**src/common/pmblf_defines.svh**
```systemverilog
// register offsets, status bit positions, reset values and timing counts of the limit bank
`ifndef PMBLF_DEFINES_SVH
`define PMBLF_DEFINES_SVH

`define PMBLF_CMD_CLEAR_FAULTS      8'h03
`define PMBLF_CMD_STORE_DEFAULTS    8'h11
`define PMBLF_CMD_TEMP_WARN         8'h51
`define PMBLF_CMD_IN_OV             8'h55
`define PMBLF_CMD_IN_OC             8'h5B
`define PMBLF_CMD_STATUS_BYTE       8'h78
`define PMBLF_CMD_STATUS_WORD       8'h79
`define PMBLF_CMD_STATUS_INPUT      8'h7C
`define PMBLF_CMD_STATUS_TEMP       8'h7D

`define PMBLF_EXP_MSB               15
`define PMBLF_EXP_LSB               11
`define PMBLF_MANT_MSB              10
`define PMBLF_MANT_LSB              0

`define PMBLF_TEMP_WARN_RST         16'h005F
`define PMBLF_IN_OV_NVM_RST         16'h0011
`define PMBLF_IN_OV_STRAP_RST       16'h000E
`define PMBLF_IN_OC_RST             16'h00FF
`define PMBLF_STORE_OV_BASE         16'h000E

`define PMBLF_SB_OTHER_BIT          0
`define PMBLF_SB_TEMP_BIT           2
`define PMBLF_SW_INPUT_BIT          13
`define PMBLF_ST_OT_WARN_BIT        6
`define PMBLF_SI_IN_OV_BIT          7
`define PMBLF_SI_IN_OC_BIT          1

`define PMBLF_STRAP_SETTLE          2'h3

`endif

```
**src/pmblf_bank_unused_check_removed.sv**
```systemverilog
// holds no logic; the limit bank lives in the bank and comparator sources
`timescale 1ns/1ps
`default_nettype none
`default_nettype wire

```
**src/common/pmblf_pkg.sv**
```systemverilog
// types shared by the limit bank modules
`default_nettype none
package pmblf_pkg;
	typedef enum logic [0:0] {
		PMBLF_INIT_WAIT,
		PMBLF_INIT_DONE
	} pmblf_init_t;

	typedef logic [15:0] pmblf_word_t;
endpackage : pmblf_pkg
`default_nettype wire

```
**src/common/pmblf_lim_if.sv**
```systemverilog
// threshold, telemetry and hit flag carried between the bank and one comparator
`timescale 1ns/1ps
`default_nettype none
interface pmblf_lim_if;
	logic [15:0] threshold;
	logic [15:0] telemetry;
	logic        hit;

	modport bank (output threshold, output telemetry, input hit);
	modport cmp  (input threshold, input telemetry, output hit);
endinterface : pmblf_lim_if
`default_nettype wire

```
**src/pmblf_cmp.sv**
```systemverilog
// compares a signed fixed-point telemetry value with a linear-format threshold
`timescale 1ns/1ps
`default_nettype none
`include "pmblf_defines.svh"
module pmblf_cmp import pmblf_pkg::*; #(
	parameter int FRAC_BITS = 0
) (
	// clock and reset
	input  wire logic    sys_clk_i,
	input  wire logic    resetn_i,
	// threshold and telemetry
	pmblf_lim_if.cmp     lim
);
	// refuse fraction widths the 2^16 scaling cannot hold
	if (FRAC_BITS < 0 || FRAC_BITS > 16) begin : g_frac_check
		$error("pmblf_cmp: FRAC_BITS must lie in 0..16");
	end

	logic signed [4:0]  exp_s;
	logic signed [10:0] mant_s;
	logic signed [63:0] thr_scaled;
	logic signed [63:0] tel_scaled;
	logic [5:0]         shift;
	logic               next_hit;
	logic               hit_q;

	// both sides are scaled by 2^16 so a negative exponent keeps its fraction
	always_comb begin
		exp_s      = lim.threshold[`PMBLF_EXP_MSB:`PMBLF_EXP_LSB];
		mant_s     = lim.threshold[`PMBLF_MANT_MSB:`PMBLF_MANT_LSB];
		shift      = 6'(7'(signed'(exp_s)) + 7'sd16);
		thr_scaled = 64'(signed'(mant_s)) <<< shift;
		tel_scaled = 64'(signed'(lim.telemetry)) <<< (16 - FRAC_BITS);
		next_hit   = (tel_scaled >= thr_scaled);
	end

	always_ff @(posedge sys_clk_i) begin
		if (!resetn_i) begin
			hit_q <= 1'b0;
		end else begin
			hit_q <= next_hit;
		end
	end

	assign lim.hit = hit_q;
endmodule : pmblf_cmp
`default_nettype wire

```
**src/pmblf_bank.sv**
```systemverilog
// limit register bank with threshold comparison, sticky status bits and host alert
`timescale 1ns/1ps
`default_nettype none
`include "pmblf_defines.svh"
module pmblf_bank import pmblf_pkg::*; #(
	parameter int TEMP_FRAC = 0,
	parameter int VIN_FRAC  = 0,
	parameter int IIN_FRAC  = 0
) (
	// clock and reset
	input  wire logic        sys_clk_i,
	input  wire logic        resetn_i,
	// configuration strap pin, high selects pinstrap mode
	input  wire logic        strap_mode_i,
	// command port
	input  wire logic        cmd_valid_i,
	input  wire logic        cmd_write_i,
	input  wire logic [7:0]  cmd_code_i,
	input  wire logic [15:0] cmd_wdata_i,
	output logic [15:0]      cmd_rdata_o,
	output logic             cmd_rvalid_o,
	output logic             cmd_ack_o,
	// telemetry, signed fixed point
	input  wire logic [15:0] temp_i,
	input  wire logic [15:0] vin_i,
	input  wire logic [15:0] iin_i,
	// status and alert
	output logic [15:0]      status_word_o,
	output logic [7:0]       status_temp_o,
	output logic [7:0]       status_input_o,
	output logic             host_alert_line_n_o
);
	pmblf_lim_if temp_lim ();
	pmblf_lim_if ov_lim ();
	pmblf_lim_if oc_lim ();

	pmblf_cmp #(.FRAC_BITS(TEMP_FRAC)) u_temp_cmp (
		.sys_clk_i (sys_clk_i),
		.resetn_i  (resetn_i),
		.lim       (temp_lim.cmp)
	);
	pmblf_cmp #(.FRAC_BITS(VIN_FRAC)) u_ov_cmp (
		.sys_clk_i (sys_clk_i),
		.resetn_i  (resetn_i),
		.lim       (ov_lim.cmp)
	);
	pmblf_cmp #(.FRAC_BITS(IIN_FRAC)) u_oc_cmp (
		.sys_clk_i (sys_clk_i),
		.resetn_i  (resetn_i),
		.lim       (oc_lim.cmp)
	);

	// strap synchroniser
	logic        strap_meta;
	logic        strap_sync;
	always_ff @(posedge sys_clk_i) begin
		if (!resetn_i) begin
			strap_meta <= 1'b0;
			strap_sync <= 1'b0;
		end else begin
			strap_meta <= strap_mode_i;
			strap_sync <= strap_meta;
		end
	end

	pmblf_init_t init_state;
	pmblf_init_t next_init_state;
	logic [1:0]  init_cnt;
	logic [1:0]  next_init_cnt;
	pmblf_word_t temp_warn_threshold;
	pmblf_word_t input_overvoltage_threshold;
	pmblf_word_t input_overcurrent_threshold;
	pmblf_word_t next_temp_warn;
	pmblf_word_t next_in_ov;
	pmblf_word_t next_in_oc;
	logic        ot_warn;
	logic        in_ov;
	logic        in_oc;
	logic        next_ot_warn;
	logic        next_in_ov_f;
	logic        next_in_oc_f;
	logic [15:0] next_rdata;
	logic        next_rvalid;
	logic        next_ack;
	logic [15:0] next_sw;
	logic [7:0]  next_st;
	logic [7:0]  next_si;
	logic        next_alert_n;
	logic        wr;
	logic        rd;
	logic        clr;

	assign temp_lim.threshold = temp_warn_threshold;
	assign temp_lim.telemetry = temp_i;
	assign ov_lim.threshold   = input_overvoltage_threshold;
	assign ov_lim.telemetry   = vin_i;
	assign oc_lim.threshold   = input_overcurrent_threshold;
	assign oc_lim.telemetry   = iin_i;

	always_comb begin
		wr  = cmd_valid_i && cmd_write_i;
		rd  = cmd_valid_i && !cmd_write_i;
		clr = wr && (cmd_code_i == `PMBLF_CMD_CLEAR_FAULTS);

		next_init_state = init_state;
		next_init_cnt   = init_cnt;
		next_temp_warn  = temp_warn_threshold;
		next_in_ov      = input_overvoltage_threshold;
		next_in_oc      = input_overcurrent_threshold;

		// strap is read once the synchroniser has settled after release
		unique case (init_state)
			PMBLF_INIT_WAIT: begin
				next_init_cnt = init_cnt + 2'h1;
				if (init_cnt == `PMBLF_STRAP_SETTLE) begin
					next_init_state = PMBLF_INIT_DONE;
					if (strap_sync) begin
						next_in_ov = `PMBLF_IN_OV_STRAP_RST;
					end
				end
			end
			PMBLF_INIT_DONE: begin
				next_init_cnt = init_cnt;
			end
		endcase

		if (wr) begin
			unique case (cmd_code_i)
				`PMBLF_CMD_TEMP_WARN: next_temp_warn = cmd_wdata_i;
				`PMBLF_CMD_IN_OV:     next_in_ov = cmd_wdata_i;
				`PMBLF_CMD_IN_OC:     next_in_oc = cmd_wdata_i;
				`PMBLF_CMD_STORE_DEFAULTS: begin
					next_in_ov = `PMBLF_STORE_OV_BASE
						+ {14'h0000, input_overvoltage_threshold[1:0]};
				end
				default: begin
				end
			endcase
		end

		// a trip in the clearing cycle survives the clear
		next_ot_warn = temp_lim.hit || (ot_warn && !clr);
		next_in_ov_f = ov_lim.hit || (in_ov && !clr);
		next_in_oc_f = oc_lim.hit || (in_oc && !clr);

		next_sw = 16'h0000;
		next_sw[`PMBLF_SB_TEMP_BIT]  = next_ot_warn;
		next_sw[`PMBLF_SB_OTHER_BIT] = next_in_ov_f || next_in_oc_f;
		next_sw[`PMBLF_SW_INPUT_BIT] = next_in_ov_f || next_in_oc_f;
		next_st = 8'h00;
		next_st[`PMBLF_ST_OT_WARN_BIT] = next_ot_warn;
		next_si = 8'h00;
		next_si[`PMBLF_SI_IN_OV_BIT] = next_in_ov_f;
		next_si[`PMBLF_SI_IN_OC_BIT] = next_in_oc_f;
		next_alert_n = !(next_ot_warn || next_in_ov_f || next_in_oc_f);

		next_rdata  = 16'h0000;
		next_rvalid = rd;
		next_ack    = wr;
		if (rd) begin
			unique case (cmd_code_i)
				`PMBLF_CMD_TEMP_WARN:    next_rdata = temp_warn_threshold;
				`PMBLF_CMD_IN_OV:        next_rdata = input_overvoltage_threshold;
				`PMBLF_CMD_IN_OC:        next_rdata = input_overcurrent_threshold;
				`PMBLF_CMD_STATUS_BYTE:  next_rdata = {8'h00, status_word_o[7:0]};
				`PMBLF_CMD_STATUS_WORD:  next_rdata = status_word_o;
				`PMBLF_CMD_STATUS_INPUT: next_rdata = {8'h00, status_input_o};
				`PMBLF_CMD_STATUS_TEMP:  next_rdata = {8'h00, status_temp_o};
				default:                 next_rdata = 16'h0000;
			endcase
		end
	end

	always_ff @(posedge sys_clk_i) begin
		if (!resetn_i) begin
			init_state                  <= PMBLF_INIT_WAIT;
			init_cnt                    <= 2'h0;
			temp_warn_threshold         <= `PMBLF_TEMP_WARN_RST;
			input_overvoltage_threshold <= `PMBLF_IN_OV_NVM_RST;
			input_overcurrent_threshold <= `PMBLF_IN_OC_RST;
			ot_warn                     <= 1'b0;
			in_ov                       <= 1'b0;
			in_oc                       <= 1'b0;
			status_word_o               <= 16'h0000;
			status_temp_o               <= 8'h00;
			status_input_o              <= 8'h00;
			host_alert_line_n_o         <= 1'b1;
			cmd_rdata_o                 <= 16'h0000;
			cmd_rvalid_o                <= 1'b0;
			cmd_ack_o                   <= 1'b0;
		end else begin
			init_state                  <= next_init_state;
			init_cnt                    <= next_init_cnt;
			temp_warn_threshold         <= next_temp_warn;
			input_overvoltage_threshold <= next_in_ov;
			input_overcurrent_threshold <= next_in_oc;
			ot_warn                     <= next_ot_warn;
			in_ov                       <= next_in_ov_f;
			in_oc                       <= next_in_oc_f;
			status_word_o               <= next_sw;
			status_temp_o               <= next_st;
			status_input_o              <= next_si;
			host_alert_line_n_o         <= next_alert_n;
			cmd_rdata_o                 <= next_rdata;
			cmd_rvalid_o                <= next_rvalid;
			cmd_ack_o                   <= next_ack;
		end
	end
endmodule : pmblf_bank
`default_nettype wire

```
**config.mk**
```make
export PLATFORM = sky130hd
export DESIGN_NAME = pmblf_bank
export DESIGN_NICKNAME = d
export VERILOG_FILES = /design/src/pmblf_bank_unused_check_removed.sv /design/src/common/pmblf_pkg.sv /design/src/common/pmblf_lim_if.sv /design/src/pmblf_cmp.sv /design/src/pmblf_bank.sv
export VERILOG_INCLUDE_DIRS = /design/src /design/src/common
export SDC_FILE = /design/constraint.sdc
export NUM_CORES = 1
export LEC_CHECK = 0
export ABC_AREA = 1
export BUFFER_PORTS_ARGS = -buffer_cell sky130_fd_sc_hd__buf_2
export CAP_MARGIN = 20
export CORE_MARGIN = 8
export CORE_UTILIZATION = 40
export CTS_BUF_LIST = sky130_fd_sc_hd__clkbuf_8
export CTS_CLUSTER_DIAMETER = 40
export CTS_CLUSTER_SIZE = 12
export DETAILED_ROUTE_END_ITERATION = 8
export HOLD_SLACK_MARGIN = 0.05
export PLACE_DENSITY_LB_ADDON = 0.12
export SLEW_MARGIN = 10
export SYNTH_ARGS = -nofsm -noshare
export SYNTH_HDL_FRONTEND = slang
export SYNTH_HIERARCHICAL = 1
export SYNTH_SLANG_ARGS = --single-unit
export TNS_END_PERCENT = 10
```
**constraint.sdc**
```tcl
create_clock -name sys_clk_i -period 2.2 [get_ports sys_clk_i]
set_input_delay 0.22 -clock sys_clk_i [delete_from_list [all_inputs] [get_ports sys_clk_i]]
set_output_delay 0.22 -clock sys_clk_i [all_outputs]
set_load 0.05 [all_outputs]
```
==> results.txt, run 1 <==
The total overflow left after global routing is 0. Of the cells placed in the final design, the portion with a size suffix greater than 1 is 0.223. The initial detailed-routing violation count is 775. The area of the core is between 20000 and 25000 um2. The routed wire length is 29.2 mm. The DRC violation count after routing is 0. The final clock period utilization by the worst path is 1.18. In this run, placement finished with an instance count of 1870. The static power due to leakage came out at ~5.4 nW. For this design the ratio of total power to cell area is approximately 320 nW/um2. The required time of the worst setup path is around 2.5 ns.

Traced cell by cell, the critical path runs through buf_6, nand2_1, nand3_1, nand3_2, nand2_1, nand2_1, nand2_1, a21oi_1, ha_1, nand2_1, nor2_2, nand3_2, nor3b_2, and3_1, nand4_1, a21oi_2. The die extent in y is about 160 um. The clock period minus final worst setup slack is ~2.6 ns. Of all cell types, the one taking the most synthesized area is nand2_1.

The max-capacitance violation count came out at 0. The routed layout has 9854 vias. The H-tree was split into 3 levels. A synthesized cell averages 6.01 um2. The slowest stage of the critical path is the dfxtp_4 cell. The clock-pin transition on the worst setup and hold timing paths came out at ~0.090 ns.

Setup repair after global routing could not meet its margin everywhere. The final layout net count is approximately 1.8k. The register-to-register path setup slack came out at -0.39 ns. Counting flops and latches in the post-synthesis netlist gives 79. The signal arrival time at the worst endpoint is around 2.9 ns. The wire length per cell came out at 15.5 um. The synthesized instance count came out at roughly 1.4k. The number of nets still failing antenna checks after routing is 0. The async set-reset flop share out of synthesis is 0. In this run the cell area of the synthesized design comes to around 8500 um2. In the layout the commonest cells are nand2_1 (434), nand3_1 (237), buf_4 (143). The path depth of the worst reg2reg path came out at 16. The first-pass GRT wire length is approximately 46 mm.

The worst setup slack after layout came out at -0.388 ns. The most instantiated flip-flop cell in the synthesis netlist is dfxtp_1. The floorplan step defined a die boundary enclosing roughly 26000 um2.

In this run the cell area measured after placement is between 9000 and 10000 um2. The repair_antennas step left the layout with diodes totalling 0. The number of standard cells in the layout, taps in and fillers out came out at between 1.5k and 2k. The clock root buffer is clkbuf_8. The global-route usage over all layers is 0.215. The worst register-to-register path ends at u_temp_cmp/lim.hit. The number of slew-limit violations in the final report came to 0. The sink count of the clock tree came out at slightly below 80.

Counting stages on the worst path, the most repeated cell is nand2_1. The count of flip-flops with a built-in enable after synthesis came out at 0. In this run the worst hold path is classified as in2reg. TritonCTS built the clock tree. The startpoint type of the worst setup path is a flip-flop. During placement, the flow inserted port buffers numbering around 100. The number of antenna violations at the first check in global routing came out at 0. The fraction of the yosys area taken by sequential cells came out at 0.186. The relative slew slack is 0.434. In this run the worst path has a maximum fanout of 6. The weighted congestion at the end of routability-driven global placement came out at between 0.9 and 1. The final setup violation count came out at 3. The maximum vdd ir drop came out at 0.279 mV. The initial cell density of the core is 0.406.

The total half-perimeter wirelength after legalization and detailed placement is between 20 and 25 mm. The critical path class is reg2reg. The worst setup path is captured at a flip-flop.

The largest single stage delay on the critical path is approximately 0.41 ns. Entering global routing, the biggest net connects 27 pins. The total number of yosys warnings is 6. The clock latency reported for the late side of the worst-skew pair is ~0.37 ns. The final reports fail on negative setup slack. The run finished, with violations left. In this run the critical register-to-register path is launched from temp_lim.threshold[11]. The horizontal die dimension came out at roughly 160 um.

The critical hold path startpoint is cmd_write_i. The via count of the first global-routing pass came out at 9047. Tracing the worst setup path back leads to its startpoint at temp_lim.threshold[11].

The worst setup skew after layout came out at around 0.02 ns. The number of iterations in the first detailed-routing pass came out at 6. The count of endpoints failing hold in the final timing report came out at 0. The number of cells on the worst hold path is 2. The maximum count of clock buffers along a single path came out at 2.

The number of buffers created by CTS came out at 9. The most common library cell in the layout ignoring fill and taps is nand2_1. The fraction of post-synthesis cell area in the top cell type by area came out at 0.193.

For hold timing, the worst endpoint is cmd_rvalid_o. The worst hold slack came out at roughly 0.085 ns. After floorplanning, the core was divided into 53 placement rows.

The top-level I/O count is 128. The achievable clock frequency is approximately 0.39 GHz. The design area came out at between 10000 and 15000 um2.

The average vias per placed instance is 5.22. The transition at the pin with the smallest max-transition slack came out at between 0.8 and 0.9 ns. After synthesis, the cell types taking the most area are nand2_1 (19%), dfxtp_1 (19%), nand3_1 (15%). The number of distinct library cells after synthesis came out at 37. The area added between synthesis and finish is 21.9%.
## critical path, delay by kind of cell (launching register included)
family / cells / cell delay (ns)
buf+inv: 1 / 0.13
compound gates: 2 / 0.22
flops: 1 / 0.41
fa+ha+maj: 1 / 0.29
simple gates: 12 / 1.46
## how the worst max path moves through the flow
stage	end	slack, ns	cells past startpoint
4_1_cts	u_ov_cmp/lim.hit	-0.35	18
5_1_grt	u_ov_cmp/lim.hit	-0.58	17
6_report	u_temp_cmp/lim.hit	-0.39	16
2_1_floorplan	u_ov_cmp/lim.hit	-0.009	20
3_5_place_dp	u_temp_cmp/lim.hit	-0.53	19
3_3_place_gp	u_temp_cmp/lim.hit	-0.56	19
## metal layers
metal | track usage | share of wire | vias up | wire length (um)
met3 | 0.0296 | 0.074 | 42 | 2160
met1 | 0.294 | 0.45 | 4414 | 13300
met2 | 0.344 | 0.45 | 327 | 13100
met4 | 0.0648 | 0.022 | 0 | 650
met5 | 0 | 0 | - | 0
li1 | - | - | 5071 | -
## where the power goes
part	switching, mW	internal, mW	total, mW
combinational	0.422	0.195	0.617
clock	0.622	0.563	1.18
sequential	0.0235	1.46	1.48
total	1.07	2.22	3.28
## cell families after synthesis
logic type | count (synthesis) | share of synthesized area
adder cells (fa/ha/maj) | 79 | 0.116
XOR/XNOR | 1 | 0.00103
flip-flops | 79 | 0.186
other | 1 | 0.000441
AND/OR/NAND/NOR | 862 | 0.457
AO/OA/AOI/OAI | 195 | 0.123
buffers and inverters | 199 | 0.116
## synthesized netlist by cell type (5+ instances only)
| cell type | n |
|---|---|
| nand2_1 | 437 |
| nand3_1 | 251 |
| a21oi_1 | 117 |
| nor2_1 | 94 |
| inv_1 | 82 |
| dfxtp_1 | 79 |
| ha_1 | 79 |
| o21ai_0 | 45 |
| buf_4 | 40 |
| nand4_1 | 28 |
| clkbuf_1 | 22 |
| buf_2 | 20 |
| inv_2 | 18 |
| a31oi_1 | 15 |
| nor2_4 | 15 |
| nand2_2 | 10 |
| buf_6 | 7 |
| nand3_2 | 7 |
| clkinv_1 | 5 |
| nand3b_1 | 5 |
| nor3b_1 | 5 |
## final cells by class
| cell class | count | area (um2) |
|---|---|---|
| Sequential cell | 79 | 1600 |
| Multi-Input combinational cell | 1163 | 6160 |
| Inverter | 106 | 414 |
| Clock inverter | 5 | 63.8 |
| Timing Repair Buffer | 250 | 1660 |
| Tap cell | 275 | 344 |
| Fill cell | 2266 | 10600 |
| Clock buffer | 10 | 138 |
## registers in the layout, indices dropped and copies added (netlist names)
signal	count
u_ov_cmp/lim.hit	1
status_input_o	2
u_temp_cmp/lim.hit	1
temp_lim.threshold	16
init_cnt	2
init_state	1
strap_meta	1
input_overvoltage_threshold	16
strap_sync	1
cmd_ack_o	1
u_oc_cmp/lim.hit	1
cmd_rdata_o	16
status_word_o	2
cmd_rvalid_o	1
input_overcurrent_threshold	16
host_alert_line_n_o	1
## stage by stage
stage,power [mW],setup WS (ns),utilization,setup TNS (ns)
floorplan,1.96,-0.00887,-,-0.0120
global placement,2.12,-0.556,0.477,-1.39
detailed placement,2.13,-0.532,0.477,-1.46
CTS,3.30,-0.347,0.492,-0.995
global route,3.42,-0.584,0.495,-1.67
finish,3.28,-0.388,0.495,-1.03
## what timing repair did
item,in CTS,in global routing
resized for setup,32,17
hold buffers,1,0
endpoints found under the hold margin,1,0
pin swaps,10,8
setup buffers,1,1
endpoints found under the setup margin,3,3
(Power assumes the default switching activity.)
==> inputs of run 2 (changes only) <==
--- a/config.mk
+++ b/config.mk
@@ -6,7 +6,7 @@
 export SDC_FILE = /design/constraint.sdc
 export NUM_CORES = 1
 export LEC_CHECK = 0
-export ABC_AREA = 1
+export ABC_AREA = 0
 export BUFFER_PORTS_ARGS = -buffer_cell sky130_fd_sc_hd__buf_2
 export CAP_MARGIN = 20
 export CORE_MARGIN = 8
==> results.txt, run 2 <==
The flow ran to the end, but the final reports show violations. The checks that failed: negative setup slack. The synthesized area per cell is 8.10 um2. The clock root buffer is clkbuf_8. The final clock period utilization by the worst path is 1.35. The die extent in y came out at ~160 um. The count of port buffers added during placement came out at 101. The average vias per placed instance came out at 5.69. The number of standard cells in the layout, taps in and fillers out came out at 1632. The synthesized design contains 0 enable-type register cells. The fraction of the yosys area taken by sequential cells came out at 0.183. The area of the core came out at around 21000 um2. The cell row count is 53. The kind of end point of the critical path is a flip-flop. Setup repair after global routing could not meet its margin everywhere. The count of endpoints failing hold in the final timing report is 0.

The top-level I/O count came out at between 100 and 150. The sink count of the clock tree is between 70 and 80. The maximum number of pins on one net before global-route repair is 25. Of the cells placed in the final design, the portion with a size suffix greater than 1 is 0.357. The worst-case IR drop observed on VDD is between 0.2 and 0.25 mV. After layout, the worst setup slack is -0.768 ns. The number of buffers created by CTS came out at 9. The number of H-tree branching levels is 3. The max-capacitance violation count came out at 0. The synthesized netlist contains 78 unique library cells.

Summed over all layers, the routed wires come to 30.3 mm. The pre-CTS setup slack came out at -0.934 ns. The via count of the first global-routing pass is 9060. The initial cell density of the core is 0.410. The synthesized instance count came out at between 1k and 1.5k.

The number of cells on the worst reg-to-reg path is 12. The DRC violation count after routing came out at 0. The clock latency reported for the late side of the worst-skew pair is around 0.38 ns. The weighted congestion at the end of routability-driven global placement is 0.907.

The required time of the worst setup path came out at approximately 2.5 ns. Yosys instantiated no cell more often than nand2_1. In this run the static leakage power is ~4.9 nW. The number of antenna violations at the first check in global routing came out at 0. The number of diodes came out at 0. Total power for the finished layout comes to between 3 and 4 mW. Relative to the synthesized area, the layout overhead comes to 33.7%. The share of synthesized area in the top cell type comes to 0.183. The maximum fanout count along the critical path is 4.

The die covers approximately 27000 um2. The wire length per cell is 18.6 um. By area the synthesized netlist is led by dfxtp_1 (18%), ha_1 (11%), mux2i_1 (9.8%). The number of cells on the worst hold path is 3. The Yosys step of the flow raised 6 warnings. The final layout net count came out at approximately 1.5k.

Power spread over the standard cell area amounts to 291 nW/um2. Detailed routing inserted a total of 9280 vias. The commonest cells after synthesis are nand2_1 (95), mux2i_1 (85), dfxtp_1 (79), ha_1 (79), a21oi_1 (75). In this run the cell area of the synthesized design comes to about 8600 um2. The cell count after placement came out at roughly 1.6k.

In this run the worst hold path is classified as in2reg. Counting flops with an async set or reset pin after synthesis yields a share of 0. The total half-perimeter wirelength after legalization and detailed placement is 24.0 mm. The most common library cell in the layout ignoring fill and taps is buf_4. The relative slew slack is 0.299. The critical path class is reg2reg.

In this run the remaining antenna-violating nets after routing total 0. At the pin with the least slew margin, the transition time is between 1 and 1.5 ns. The flip-flop and latch count after synthesis came out at between 70 and 80. The startpoint type of the worst setup path is a flip-flop.

The first global-routing pass estimated approximately 48 mm of wire. The overflow left after global routing came out at 0. The worst hold slack is ~0.1 ns. The number of slew-limit violations in the final report is 0. The setup TNS after final layout is -2.25 ns. The achievable clock frequency is roughly 0.34 GHz. Data arrives at the worst endpoint at approximately 3.2 ns. Setup violations remaining at the end of the flow were counted as 3. The number of iterations in the first detailed-routing pass came out at 7. On the final layout, the worst clock skew is between 0.01 and 0.015 ns. The clock passes through at most 2 buffers. TritonCTS built the clock tree.

The global-route usage over all layers is 0.224. Among all flip-flop cells after synthesis, the most frequent one is dfxtp_1. Subtracting the final worst setup slack from the clock period gives approximately 3.0 ns. The initial detailed-routing violation count is between 600 and 700. The horizontal die dimension is 163 um. The clock-pin transition on the worst setup and hold timing paths is 0.09 ns. In the layout the commonest cells are buf_4 (244), buf_2 (101), nand2_1 (95). dfxtp_1 takes more of the synthesized area than any other cell.
-- run 2: changes by cell type in the layout (fill, tap and decap cells not counted), moves of 24 or more --
cell	previous run	this run
nor2_1	90	50
nand3_1	237	39
nand2_1	434	95
nor2b_1	0	42
a21oi_1	112	71
a21o_1	4	28
buf_4	143	244
inv_1	82	27
mux2i_1	0	70
a22oi_1	0	33
-- run 2: area by class of cell --
class,count,area (um2)
fill,2073,9540
multi-input combinational,876,6750
timing repair buffer,357,2530
sequential,79,1610
tap,275,344
clock buffer,10,138
inverter,29,109
clock inverter,6,75.1
-- run 2: per-stage QoR --
step,cell area (um2),util
finish,11500,0.548
global route,11500,0.548
CTS,11300,0.538
detailed placement,11000,0.520
global placement,11000,0.520
floorplan,8830,-
-- run 2: cells by family after synthesis --
kind of cell,Yosys count,synth area share
XOR/XNOR,2,0.00203
buffers and inverters,136,0.0828
flip-flops,79,0.183
AND/OR/NAND/NOR,330,0.205
adder cells (fa/ha/maj),79,0.114
AO/OA/AOI/OAI,317,0.248
multiplexers,122,0.164
other,1,0.000434
-- run 2: path summary, 6_finish.rpt --
kind	from	endpoint	slack, ns
worst max-delay path	input_overcurrent_threshold[11]	u_oc_cmp/lim.hit	-0.77
worst min-delay path	cmd_valid_i	cmd_rvalid_o	0.10
worst max register to register	input_overcurrent_threshold[11]	u_oc_cmp/lim.hit	-0.77
worst min register to register	strap_meta	strap_sync	0.45
-- run 2: critical path, stage by stage, from the launching register on --
cell      delay (ns)
dfxtp_4         0.38
buf_4           0.11
mux4_1          0.62
a211oi_2        0.31
a21oi_2         0.09
a22oi_1         0.24
ha_1            0.26
and4_1          0.20
and3_1          0.19
nand3_1         0.12
nor3_1          0.06
a41oi_1         0.20
o21ai_1         0.08
-- run 2: metal layers --
| layer | GRT usage | up-vias | share of wire |
|---|---|---|---|
| met5 | 0 | - | 0 |
| met4 | 0.0525 | 0 | 0.016 |
| met3 | 0.0235 | 37 | 0.054 |
| met2 | 0.376 | 291 | 0.48 |
| met1 | 0.301 | 4406 | 0.45 |
| li1 | - | 4546 | - |
-- run 2: power by group --
| group | leakage [nW] | switching (mW) | internal [mW] | total [mW] |
|---|---|---|---|---|
| Combinational | 4.11 | 0.414 | 0.239 | 0.653 |
| Sequential | 0.646 | 0.0279 | 1.45 | 1.48 |
| Clock | 0.111 | 0.653 | 0.578 | 1.23 |
-- run 2: timing repair --
action                                  4_1_cts  5_1_grt
pin swaps                                    10       29
hold buffers                                  2        0
buffers inserted                              6        4
gates resized for setup                      31       45
endpoints found under the setup margin        3        3
endpoints found under the hold margin         2        0
